$ cat config.mk
export PLATFORM = sky130hd
export DESIGN_NAME = lan_filter_dev_flat
export DESIGN_NICKNAME = d
export VERILOG_FILES = /design/src/inc/lan_filter_pkg.sv /design/src/inc/lan_link_if.sv /design/src/rtl/lan_filter_dev.sv /design/src/flat_wrapper.sv
export VERILOG_INCLUDE_DIRS = /design/src /design/src/inc
export SDC_FILE = /design/constraint.sdc
export NUM_CORES = 1
export LEC_CHECK = 0
export ABC_AREA = 0
export BUFFER_PORTS_ARGS = -buffer_cell sky130_fd_sc_hd__buf_2
export CAP_MARGIN = 20
export CORE_MARGIN = 3
export CORE_UTILIZATION = 61
export DETAILED_ROUTE_END_ITERATION = 8
export GPL_ROUTABILITY_DRIVEN = 0
export HOLD_SLACK_MARGIN = 0.02
export PLACE_DENSITY_LB_ADDON = 0.2
export SKIP_CTS_REPAIR_TIMING = 1
export SLEW_MARGIN = 30
export SYNTH_ARGS = -nofsm -noshare
export SYNTH_HDL_FRONTEND = slang
export SYNTH_SLANG_ARGS = --single-unit
$ cat constraint.sdc
create_clock -name core_clk_i -period 4.87 [get_ports core_clk_i]
set_input_delay 0.487 -clock core_clk_i [delete_from_list [all_inputs] [get_ports core_clk_i]]
set_output_delay 0.487 -clock core_clk_i [all_outputs]
set_load 0.1 [all_outputs]
$ cat src/inc/lan_filter_regs.svh
// register offsets, field positions and constants of the lan filter link
// assumes a 4-bit register address on the link and 16-bit host data
`ifndef LAN_FILTER_REGS_SVH
`define LAN_FILTER_REGS_SVH

// -----------------------------------------------------------------
// device register map
// -----------------------------------------------------------------
`define REG_ENABLE 4'h6
`define REG_BANK 4'h7
`define REG_PORT 4'h8
`define REG_TXCNT 4'hA
`define REG_STATION_LAST 4'hD
`define REG_CD_LO 4'hE
`define REG_CD_HI 4'hF
`define ENABLE_BIT 7
`define BANK_MSB 3
`define BANK_LSB 2
`define SWAP_BIT 0
`define TX_GO_BIT 7
`define BANK_STATION 2'h0
`define BANK_MCAST 2'h1
`define BANK_BUFFER 2'h2

// -----------------------------------------------------------------
// receive filter
// -----------------------------------------------------------------
`define MCAST_BIT 0
`define CRC_POLY 32'hEDB88320
`define CRC_INIT 32'hFFFFFFFF
`define MODE_REJECT 2'h0
`define MODE_ALL_MCAST 2'h1
`define MODE_HASH 2'h2
`define MODE_PROMISC 2'h3

// -----------------------------------------------------------------
// host end command registers
// -----------------------------------------------------------------
`define HOST_CMD 2'h0
`define HOST_WDATA 2'h1
`define HOST_STATUS 2'h2
`define HOST_RDATA 2'h3
`define CMD_WORD_BIT 4
`define CMD_READ_BIT 5

`endif

$ cat src/inc/lan_filter_pkg.sv
// types shared by both ends of the lan filter link
// assumes lan_filter_regs.svh supplies all numeric constants
package lan_filter_pkg;

  typedef struct packed {
    logic [47:0] station;
    logic [63:0] mcast;
    logic enable;
    logic [1:0] bank;
    logic swap;
    logic [13:0] cd_cnt;
    logic cd_run;
    logic [6:0] pending;
    logic tx_go;
    logic [15:0] rdata;
    logic buf_wr;
    logic buf_rd;
    logic [15:0] buf_wdata;
    logic accept;
    logic accept_valid;
  } dev_state_s;

  typedef enum logic [1:0] {H_IDLE, H_WAIT, H_GRAB} host_phase_e;

  typedef struct packed {
    host_phase_e phase;
    logic [3:0] addr;
    logic [15:0] wdata;
    logic wr;
    logic rd;
    logic word;
    logic [15:0] result;
    logic [15:0] sw_rdata;
  } host_state_s;

endpackage

$ cat src/inc/lan_link_if.sv
// register link between host end and device end
// assumes both ends run on the same core clock
`timescale 1ns/10ps
interface lan_link_if;
  logic [3:0] addr;
  logic [15:0] wdata;
  logic [15:0] rdata;
  logic wr;
  logic rd;
  logic word;

  modport dev (input addr, input wdata, input wr, input rd, input word, output rdata);
  modport host (output addr, output wdata, output wr, output rd, output word, input rdata);
endinterface

$ cat src/rtl/lan_filter_dev.sv
// device end: station address, multicast hash, collision distance,
// buffer data port and transmit start/count registers
// assumes link strobes are synchronous to core_clk_i and single-cycle
`timescale 1ns/10ps
`include "lan_filter_regs.svh"
module lan_filter_dev (
  input wire logic core_clk_i,
  input wire logic reset_n_i,
  lan_link_if.dev link,
  input wire logic bus16_i,
  input wire logic [1:0] match_mode_i,
  input wire logic [47:0] dest_addr_i,
  input wire logic dest_valid_i,
  input wire logic tx_start_i,
  input wire logic tx_bit_i,
  input wire logic collision_i,
  input wire logic carrier_i,
  input wire logic tx_frame_done_i,
  input wire logic [15:0] buf_rdata_i,
  output logic buf_wr_o,
  output logic [15:0] buf_wdata_o,
  output logic buf_rd_o,
  output logic transmit_go_o,
  output logic [6:0] pending_frame_count_o,
  output logic frame_accept_o,
  output logic frame_accept_valid_o
);
  import lan_filter_pkg::*;

  dev_state_s s;
  dev_state_s next_s;

  // -----------------------------------------------------------------
  // helpers
  // -----------------------------------------------------------------
  // ethernet crc, lsb first, no final inversion
  function automatic logic [31:0] crc_of(input logic [47:0] d);
    logic [31:0] c;
    c = `CRC_INIT;
    for (int i = 0; i < 48; i++) begin
      c = (c >> 1) ^ ((c[0] ^ d[i]) ? `CRC_POLY : 32'h0);
    end
    return c;
  endfunction

  function automatic logic [7:0] rd_byte(input dev_state_s t, input logic [3:0] a);
    logic [7:0] v;
    v = 8'h00;
    if (a == `REG_ENABLE) begin
      v[`ENABLE_BIT] = t.enable;
    end else if (a == `REG_BANK) begin
      v[`BANK_MSB:`BANK_LSB] = t.bank;
      v[`SWAP_BIT] = t.swap;
    end else if (a[3]) begin
      case (t.bank)
        `BANK_STATION: begin
          if (a == `REG_CD_LO) begin
            v = t.cd_cnt[7:0];
          end else if (a == `REG_CD_HI) begin
            v = {2'b00, t.cd_cnt[13:8]};
          end else if (t.enable) begin
            v = t.station[{a[2:0], 3'b000} +: 8];
          end
        end
        `BANK_MCAST: begin
          if (t.enable) begin
            v = t.mcast[{a[2:0], 3'b000} +: 8];
          end
        end
        `BANK_BUFFER: begin
          if (a == `REG_TXCNT) begin
            v = {1'b0, t.pending};
          end
        end
        default: v = 8'h00;
      endcase
    end
    return v;
  endfunction

  // the collision distance registers have no write path at all
  function automatic dev_state_s wr_byte(input dev_state_s t, input logic [3:0] a,
                                         input logic [7:0] v);
    dev_state_s r;
    r = t;
    if (a == `REG_ENABLE) begin
      r.enable = v[`ENABLE_BIT];
    end else if (a == `REG_BANK) begin
      r.bank = v[`BANK_MSB:`BANK_LSB];
      r.swap = v[`SWAP_BIT];
    end else if (a[3]) begin
      case (t.bank)
        `BANK_STATION: begin
          if (t.enable && a <= `REG_STATION_LAST) begin
            r.station[{a[2:0], 3'b000} +: 8] = v;
          end
        end
        `BANK_MCAST: begin
          if (t.enable) begin
            r.mcast[{a[2:0], 3'b000} +: 8] = v;
          end
        end
        `BANK_BUFFER: begin
          // writing zero in the go bit leaves the count untouched
          if (a == `REG_TXCNT && v[`TX_GO_BIT]) begin
            r.pending = v[6:0];
            r.tx_go = 1'b1;
          end
        end
        default: r = t;
      endcase
    end
    return r;
  endfunction

  // -----------------------------------------------------------------
  // next state
  // -----------------------------------------------------------------
  logic is_port;
  logic do_swap;
  logic [31:0] crc;
  logic is_mcast;
  logic station_hit;
  logic hash_hit;

  always_comb begin
    is_port = (s.bank == `BANK_BUFFER) && (link.addr == `REG_PORT);
    do_swap = bus16_i && s.swap;
    crc = crc_of(dest_addr_i);
    is_mcast = dest_addr_i[`MCAST_BIT];
    station_hit = (dest_addr_i == s.station);
    hash_hit = s.mcast[crc[5:0]];

    next_s = s;
    next_s.tx_go = 1'b0;
    next_s.buf_wr = 1'b0;
    next_s.buf_rd = 1'b0;
    next_s.accept_valid = 1'b0;
    next_s.rdata = 16'h0000;

    // collision distance: cleared on start, frozen on collision or carrier loss
    if (tx_start_i) begin
      next_s.cd_cnt = 14'h0000;
      next_s.cd_run = 1'b1;
    end else if (s.cd_run) begin
      if (collision_i || !carrier_i) begin
        next_s.cd_run = 1'b0;
      end else if (tx_bit_i) begin
        next_s.cd_cnt = s.cd_cnt + 14'h0001;
      end
    end

    if (tx_frame_done_i && s.pending != 7'h00) begin
      next_s.pending = s.pending - 7'h01;
    end

    if (dest_valid_i) begin
      next_s.accept_valid = 1'b1;
      case (match_mode_i)
        `MODE_REJECT: next_s.accept = 1'b0;
        `MODE_ALL_MCAST: next_s.accept = is_mcast || station_hit;
        `MODE_HASH: next_s.accept = is_mcast ? hash_hit : station_hit;
        default: next_s.accept = 1'b1;
      endcase
    end

    // host write; a new count overrides a same-cycle decrement
    if (link.wr) begin
      if (is_port) begin
        if (!bus16_i) begin
          next_s.buf_wr = 1'b1;
          next_s.buf_wdata = {8'h00, link.wdata[7:0]};
        end else if (link.word) begin
          next_s.buf_wr = 1'b1;
          next_s.buf_wdata = do_swap ? {link.wdata[7:0], link.wdata[15:8]}
                                     : link.wdata;
        end
      end else begin
        next_s = wr_byte(next_s, link.addr, link.wdata[7:0]);
        if (bus16_i && link.word) begin
          next_s = wr_byte(next_s, link.addr | 4'h1, link.wdata[15:8]);
        end
      end
    end

    // read data registered, valid in the following cycle
    if (link.rd) begin
      if (is_port) begin
        if (!bus16_i) begin
          next_s.buf_rd = 1'b1;
          next_s.rdata = {8'h00, buf_rdata_i[7:0]};
        end else if (link.word) begin
          next_s.buf_rd = 1'b1;
          next_s.rdata = do_swap ? {buf_rdata_i[7:0], buf_rdata_i[15:8]}
                                 : buf_rdata_i;
        end
      end else begin
        next_s.rdata[7:0] = rd_byte(s, link.addr);
        if (bus16_i && link.word) begin
          next_s.rdata[15:8] = rd_byte(s, link.addr | 4'h1);
        end
      end
    end
  end

  // -----------------------------------------------------------------
  // state register
  // -----------------------------------------------------------------
  // address and filter contents have no defined reset; zero is used
  always_ff @(posedge core_clk_i) begin
    if (!reset_n_i) begin
      s <= '0;
    end else begin
      s <= next_s;
    end
  end

  assign link.rdata = s.rdata;
  assign buf_wr_o = s.buf_wr;
  assign buf_wdata_o = s.buf_wdata;
  assign buf_rd_o = s.buf_rd;
  assign transmit_go_o = s.tx_go;
  assign pending_frame_count_o = s.pending;
  assign frame_accept_o = s.accept;
  assign frame_accept_valid_o = s.accept_valid;
endmodule

$ cat src/flat_wrapper.sv
// flat-port wrapper written by rule: the top's interface ports become plain ports
module lan_filter_dev_flat import lan_filter_pkg::*;
  (core_clk_i, reset_n_i, bus16_i, match_mode_i, dest_addr_i, dest_valid_i, tx_start_i, tx_bit_i, collision_i, carrier_i, tx_frame_done_i, buf_rdata_i, buf_wr_o, buf_wdata_o, buf_rd_o, transmit_go_o, pending_frame_count_o, frame_accept_o, frame_accept_valid_o, link_addr, link_wdata, link_wr, link_rd, link_word, link_rdata);
  lan_link_if link_i ();
  input wire logic core_clk_i;
  input wire logic reset_n_i;
  input wire logic bus16_i;
  input wire logic [1:0] match_mode_i;
  input wire logic [47:0] dest_addr_i;
  input wire logic dest_valid_i;
  input wire logic tx_start_i;
  input wire logic tx_bit_i;
  input wire logic collision_i;
  input wire logic carrier_i;
  input wire logic tx_frame_done_i;
  input wire logic [15:0] buf_rdata_i;
  output logic buf_wr_o;
  output logic [15:0] buf_wdata_o;
  output logic buf_rd_o;
  output logic transmit_go_o;
  output logic [6:0] pending_frame_count_o;
  output logic frame_accept_o;
  output logic frame_accept_valid_o;
  input wire logic [$bits(link_i.addr)-1:0] link_addr;
  input wire logic [$bits(link_i.wdata)-1:0] link_wdata;
  input wire logic [$bits(link_i.wr)-1:0] link_wr;
  input wire logic [$bits(link_i.rd)-1:0] link_rd;
  input wire logic [$bits(link_i.word)-1:0] link_word;
  output wire logic [$bits(link_i.rdata)-1:0] link_rdata;
  assign link_i.addr = link_addr;
  assign link_i.wdata = link_wdata;
  assign link_i.wr = link_wr;
  assign link_i.rd = link_rd;
  assign link_i.word = link_word;
  assign link_rdata = link_i.rdata;
  lan_filter_dev u_core (.core_clk_i(core_clk_i), .reset_n_i(reset_n_i), .link(link_i), .bus16_i(bus16_i), .match_mode_i(match_mode_i), .dest_addr_i(dest_addr_i), .dest_valid_i(dest_valid_i), .tx_start_i(tx_start_i), .tx_bit_i(tx_bit_i), .collision_i(collision_i), .carrier_i(carrier_i), .tx_frame_done_i(tx_frame_done_i), .buf_rdata_i(buf_rdata_i), .buf_wr_o(buf_wr_o), .buf_wdata_o(buf_wdata_o), .buf_rd_o(buf_rd_o), .transmit_go_o(transmit_go_o), .pending_frame_count_o(pending_frame_count_o), .frame_accept_o(frame_accept_o), .frame_accept_valid_o(frame_accept_valid_o));
endmodule
==> results of run 1 <==
-- layout by cell type (no fill, tap or decap), drive strengths merged, types with 13 or more instances in the layout --
master | netlist | final
nand3 | 33 | 33
nand2 | 145 | 145
or3 | 14 | 14
xnor2 | 97 | 97
nor3 | 13 | 13
mux2i | 102 | 102
a211oi | 26 | 26
dfxtp | 175 | 175
inv | 19 | 25
clkbuf | 93 | 17
buf | 62 | 184
xor2 | 84 | 84
and2 | 17 | 17
nor2 | 194 | 194
o21ai | 121 | 121
nor4 | 14 | 14
a21oi | 88 | 88
mux4 | 26 | 26
xnor3 | 53 | 53
a221oi | 15 | 15
-- layout make-up --
class	instances	area, µm²
Sequential cell	175	3503
Multi-Input combinational cell	1178	9134
Timing Repair Buffer	184	1028
Fill cell	1782	6663
Clock inverter	15	241.5
Inverter	21	80.08
Tap cell	275	344.1
Clock buffer	17	425.4
-- metal layers --
| metal | track usage (%) | vias up | routed length [µm] |
|---|---|---|---|
| met2 | 55.00 | 891 | 19350 |
| met5 | 0 | - | 0 |
| met3 | 8.484 | 190 | 5476 |
| met1 | 48.35 | 5714 | 17060 |
| li1 | - | 5420 | - |
| met4 | 14.13 | 0 | 2190 |
-- worst max-delay path: cells and delay by family --
family	cells	cell delay [ns]
xor+xnor	7	2.70
compound gates	3	0.66
mux	1	0.50
buf+inv	1	0.21
simple gates	1	0.14
-- kinds of logic after synthesis --
logic type	Yosys count	synth area share (%)
compound gates	308	13.62
xor+xnor	246	24.78
buf+inv	176	6.722
simple gates	484	15.92
mux	131	12.23
flops	175	25.89
fa+ha+maj	9	0.8322
-- stage by stage --
stage	instance area [µm²]	util (%)	std cells	worst slack [ns]	hold WS [ns]
final	14760	68.89	1865	0.4794	0.2802
after global routing	14760	68.89	1865	0.2990	0.2816
after CTS	14750	68.85	1865	0.4756	0.2732
after detailed placement	14080	65.74	1833	0.02348	0.4382
after global placement	14080	65.74	1833	0.09353	0.4333
after floorplan	13530	-	1529	0.3935	0.4263
-- power by group through the flow --
stage,Sequential [mW],Combinational [mW],Clock [mW]
2_1_floorplan,1.55,8.85,0
3_3_place_gp,1.56,10.5,0
3_5_place_dp,1.56,10.7,0
4_1_cts,1.52,10.7,1.55
5_1_grt,1.53,11.2,1.59
6_report,1.53,10.7,1.54
-- worst paths after layout --
path | startpoint | slack, ns | cells after the start | endpoint
setup / recovery | dest_addr_i[8] | 0.48 | 13 | u_core.frame_accept_o
hold / removal | tx_start_i | 0.28 | 3 | u_core.s[44]
setup reg to reg | u_core.s[60] | 1.65 | 7 | u_core.s[154]
hold reg to reg | register | 0.45 | 2 | register
==> tab_implementation.tex, run 1 <==
\begin{tabular}{lr}
\hline
Metric & Value \\
\hline
\multicolumn{2}{l}{\textbf{Worst setup path}} \\
Cell breakdown of the critical path & buf\_2 -> xnor2\_2 -> xnor3\_1 -> xor2\_1 -> xnor3\_1 -> xor2\_1 -> xnor3\_2 -> xnor3\_2 -> mux4\_2 -> nor2b\_1 -> a2111o\_1 -> a31oi\_1 -> o32ai\_1 \\
Kind of critical path & in -> reg \\
Worst setup SP type & input pin \\
Crit end category & register \\
Biggest cell delay along the critical path & 0.50 ns \\
Critical path data required time & 5.18 ns \\
Largest fanout of any net on the critical path & 7 \\
Arrival @ worst endpoint & 4.70 ns \\
Slowest stage cell, crit path & sky130\_fd\_sc\_hd\_\_xnor3\_1 \\
\multicolumn{2}{l}{\textbf{Routing}} \\
Average wire length per cell after detail routing & 23.63 µm \\
Antenna Violating Nets Remaining & 0 \\
Number of DRC violations after detailed routing & 0 \\
DR iter-0 viols & 1,768 \\
Vias/cell & 6.550 \\
Routed via count & 12,220 \\
Pre-antenna DRT Iters & 9 \\
Final WL & 44.08 mm \\
\multicolumn{2}{l}{\textbf{GRT}} \\
Number of global-route vias before repair & 11,460 \\
First-pass GRT wire length & 66.85 mm \\
Residual overflow from global routing & 0 \\
Initial antenna violation count & 0 \\
Gr usage total & 35.58\% \\
Maximum number of pins on one net before global-route repair & 80 \\
\multicolumn{2}{l}{\textbf{Timing}} \\
Minimum clock period after layout & 4.391 ns \\
Total negative slack & 0 ns \\
Relative slew slack & 35.84\% \\
Max frequency & 227.8 MHz \\
Worst Tran Pin Value & 0.9611 ns \\
Period Utilization, post-route & 90.16\% \\
Count of final max-slew check failures & 0 \\
Unrepaired setup endpoints after global routing & false \\
Count of endpoints failing setup in the final report & 0 \\
Total count of hold-check failures in the final report & 0 \\
Setup skew after layout & 0.01170 ns \\
\multicolumn{2}{l}{\textbf{Power and ir drop}} \\
P\_leak & 6.144 nW \\
Cell internal pwr & 8.020 mW \\
Cell Pwr Density & 936.6 mW/mm² \\
Proportion of power drawn by the clock network & 11.2\% \\
Sequential group share of total power & 11.0\% \\
Combinational power share & 77.8\% \\
Switching portion of total power & 41.98\% \\
Worst ir drop on vdd & 2.028 mV \\
Final Power & 13.82 mW \\
Switch Pwr & 5.802 mW \\
\multicolumn{2}{l}{\textbf{Clocking}} \\
Clock tree from TritonCTS & yes \\
Clock Latency Late Sink & 0.44 ns \\
Num CTS Buffers & 17 \\
Total clock sinks & 175 \\
Clock transition time at the flip-flop clock pins of the worst setup and hold paths & 0.07 ns \\
Clock Root Buffer & sky130\_fd\_sc\_hd\_\_clkbuf\_16 \\
Number of buffers on the longest clock path & 2 \\
H-tree lvl count & 4 \\
\multicolumn{2}{l}{\textbf{Place}} \\
Post-detail-place hpwl & 32.39 mm \\
Count of port buffers added during placement & 141 \\
\multicolumn{2}{l}{\textbf{Die}} \\
Ports & 142 \\
\# rows & 53 \\
Initial core utilization & 63.18\% \\
Die area & 0.02401 mm² \\
Placeable core region & 0.02142 mm² \\
DIE HEIGHT & 154.9 µm \\
Horizontal die dimension & 154.9 µm \\
\multicolumn{2}{l}{\textbf{Logic synthesis}} \\
Cell with the most instances after synthesis & sky130\_fd\_sc\_hd\_\_nor2\_1 \\
Number of synthesis warnings & 0 \\
Proportion of register bits with asynchronous set or reset after synthesis & 0\% \\
Area fraction of the dominant cell type after synthesis & 25.89\% \\
Post-synth top area cell & sky130\_fd\_sc\_hd\_\_dfxtp\_1 \\
Cells taking the most area after synthesis & sky130\_fd\_sc\_hd\_\_dfxtp\_1, sky130\_fd\_sc\_hd\_\_mux2i\_1, sky130\_fd\_sc\_hd\_\_xnor3\_1 \\
Mapped Cells & 1,529 \\
Number of distinct standard cells referenced by the synthesized netlist & 74 \\
Fraction of the yosys area taken by sequential cells & 25.89\% \\
Most numerous cell types in the synthesized netlist & sky130\_fd\_sc\_hd\_\_nor2\_1, sky130\_fd\_sc\_hd\_\_dfxtp\_1, sky130\_fd\_sc\_hd\_\_nand2\_1 \\
Mean instance size in the synthesized netlist & 8.850 µm² \\
Net count after synthesis & 1,636 \\
Mapped cell area & 0.01353 mm² \\
Synth Register Bits & 175 \\
Count of flip-flops with a built-in enable after synthesis & 0 \\
Ys flop type & sky130\_fd\_sc\_hd\_\_dfxtp\_1 \\
\multicolumn{2}{l}{\textbf{Finish}} \\
Layout-stage area growth over the synthesis result & 9.053\% \\
Fin nets & 1,684 \\
Fraction of final layout cells sized beyond drive strength 1 & 18.24\% \\
Diodes inserted & 0 \\
\multicolumn{2}{l}{\textbf{Job}} \\
Max-cap viol count & 0 \\
\multicolumn{2}{l}{\textbf{Run status}} \\
Outcome & complete, no violations \\
\multicolumn{2}{l}{\textbf{Min path}} \\
Type of the most critical hold path & in -> reg \\
\hline
\end{tabular}
(Power assumes the default switching activity.)
==> inputs of run 2 (changes only) <==
Settings changed: RECOVER_POWER from default to 25, SETUP_SLACK_MARGIN from default to 0.2.
==> tab_implementation.tex, run 2 (same netlist as run 1, synthesis figures left out) <==
\begin{tabular}{lr}
\hline
Metric & Value \\
\hline
\multicolumn{2}{l}{\textbf{Run status}} \\
Outcome & finished, violations left \\
Violated checks & capacitance limit, slew limit \\
\multicolumn{2}{l}{\textbf{Timing}} \\
Period Utilization, post-route & 90.42\% \\
Relative slew slack & -134.2\% \\
Total negative slack & 0 ns \\
Unrepaired setup endpoints after global routing & false \\
Setup skew after layout & 0.01166 ns \\
Worst setup margin & 0.4666 ns \\
Max frequency & 227.1 MHz \\
Total count of hold-check failures in the final report & 0 \\
Minimum clock period after layout & 4.403 ns \\
Count of endpoints failing setup in the final report & 0 \\
Final hold slack & 0.2829 ns \\
Worst Tran Pin Value & 3.513 ns \\
Count of final max-slew check failures & 113 \\
\multicolumn{2}{l}{\textbf{Finish}} \\
Layout-stage area growth over the synthesis result & 8.636\% \\
Fraction of final layout cells sized beyond drive strength 1 & 15.66\% \\
Diodes inserted & 0 \\
Post-route non-filler standard cell count & 1,865 \\
Final std cell area, no fill & 0.01470 mm² \\
Leading cell type in the layout, fill and taps excluded & sky130\_fd\_sc\_hd\_\_nor2\_1 \\
Fin nets & 1,684 \\
Commonest non-fill, non-tap cells in the layout & sky130\_fd\_sc\_hd\_\_nor2\_1, sky130\_fd\_sc\_hd\_\_dfxtp\_1, sky130\_fd\_sc\_hd\_\_nand2\_1, sky130\_fd\_sc\_hd\_\_o21ai\_0 \\
Final cell utilization of the core & 68.63\% \\
\multicolumn{2}{l}{\textbf{Die}} \\
DIE HEIGHT & 154.9 µm \\
\# rows & 53 \\
Initial core utilization & 63.18\% \\
Die area & 0.02401 mm² \\
Placeable core region & 0.02142 mm² \\
Horizontal die dimension & 154.9 µm \\
Ports & 142 \\
\multicolumn{2}{l}{\textbf{Power and ir drop}} \\
Cell internal pwr & 8.020 mW \\
P\_leak & 5.968 nW \\
Switch Pwr & 5.794 mW \\
Switching portion of total power & 41.95\% \\
Cell Pwr Density & 939.7 mW/mm² \\
Worst ir drop on vdd & 2.034 mV \\
Combinational power share & 77.8\% \\
Proportion of power drawn by the clock network & 11.2\% \\
Final Power & 13.81 mW \\
Sequential group share of total power & 11.1\% \\
\multicolumn{2}{l}{\textbf{Worst setup path}} \\
Worst setup SP type & input pin \\
Critical path data required time & 5.18 ns \\
Arrival @ worst endpoint & 4.71 ns \\
Crit end category & register \\
Largest fanout of any net on the critical path & 7 \\
Kind of critical path & in -> reg \\
\multicolumn{2}{l}{\textbf{Clocking}} \\
Clock Latency Late Sink & 0.44 ns \\
Number of buffers on the longest clock path & 2 \\
Clock transition time at the flip-flop clock pins of the worst setup and hold paths & 0.07 ns \\
Clock tree from TritonCTS & yes \\
H-tree lvl count & 4 \\
Total clock sinks & 175 \\
Num CTS Buffers & 17 \\
Clock Root Buffer & sky130\_fd\_sc\_hd\_\_clkbuf\_16 \\
\multicolumn{2}{l}{\textbf{Place}} \\
Count of port buffers added during placement & 141 \\
Placed inst area & 0.01408 mm² \\
Post-placement cell count & 1,833 \\
Post-detail-place hpwl & 32.39 mm \\
Setup Slack @ Placement & 0.02348 ns \\
\multicolumn{2}{l}{\textbf{GRT}} \\
Initial antenna violation count & 0 \\
First-pass GRT wire length & 66.85 mm \\
Maximum number of pins on one net before global-route repair & 80 \\
Gr usage total & 35.58\% \\
Number of global-route vias before repair & 11,460 \\
Residual overflow from global routing & 0 \\
\multicolumn{2}{l}{\textbf{Routing}} \\
DR iter-0 viols & 1,747 \\
Vias/cell & 6.527 \\
Number of DRC violations after detailed routing & 0 \\
Routed via count & 12,170 \\
Final WL & 44.17 mm \\
Average wire length per cell after detail routing & 23.68 µm \\
Antenna Violating Nets Remaining & 0 \\
Pre-antenna DRT Iters & 9 \\
\multicolumn{2}{l}{\textbf{Job}} \\
Max-cap viol count & 2 \\
\multicolumn{2}{l}{\textbf{Min path}} \\
Type of the most critical hold path & in -> reg \\
\hline
\end{tabular}
==> run 2: cell types whose count changed in the layout (fill, tap and decap cells not counted) <==
cell,delta
sky130_fd_sc_hd__clkbuf_1,+41
sky130_fd_sc_hd__buf_4,-2
sky130_fd_sc_hd__buf_2,-39
==> run 2: critical path: stages <==
cell and delay (ns):
sky130_fd_sc_hd__buf_2 0.21, sky130_fd_sc_hd__xnor2_2 0.32, sky130_fd_sc_hd__xnor3_1 0.50, sky130_fd_sc_hd__xor2_1 0.26, sky130_fd_sc_hd__xnor3_1 0.46, sky130_fd_sc_hd__xor2_1 0.33, sky130_fd_sc_hd__xnor3_2 0.44, sky130_fd_sc_hd__xnor3_2 0.39
sky130_fd_sc_hd__mux4_2 0.50, sky130_fd_sc_hd__nor2b_1 0.14, sky130_fd_sc_hd__a2111o_1 0.38, sky130_fd_sc_hd__a31oi_1 0.18, sky130_fd_sc_hd__o32ai_1 0.10
==> run 2: area by class of cell <==
type	instances	area [µm²]
well taps	275	344.1
multi-input cells	1178	9134
repair buffers	184	972.2
clock buffers	17	425.4
fillers	1805	6719
inverters	21	80.08
clock inverters	15	241.5
flip-flops and latches	175	3503
==> run 2: per-layer routing <==
metal,wire [µm],track usage (%),vias to the layer above
met1,16950,48.35,5655
met4,2251,14.13,0
met5,0,0,-
met2,19370,55.00,892
met3,5597,8.484,202
li1,-,-,5423
==> run 2: power by group through the flow <==
stage	Sequential, mW	Combinational, mW	Clock, mW
after floorplan	1.55	8.85	0
after global placement	1.56	10.5	0
after detailed placement	1.56	10.7	0
after CTS	1.52	10.7	1.55
after global routing	1.53	11.2	1.59
final	1.53	10.7	1.54
==> run 2: path summary, 6_finish.rpt <==
kind                  start                    end  slack [ns]  depth (start not counted)
max          dest_addr_i[8]  u_core.frame_accept_o        0.47                         13
min                 link_wr           u_core.s[61]        0.28                          2
max reg2reg    u_core.s[60]          u_core.s[155]        1.60                          7
min reg2reg        register               register        0.46                          2
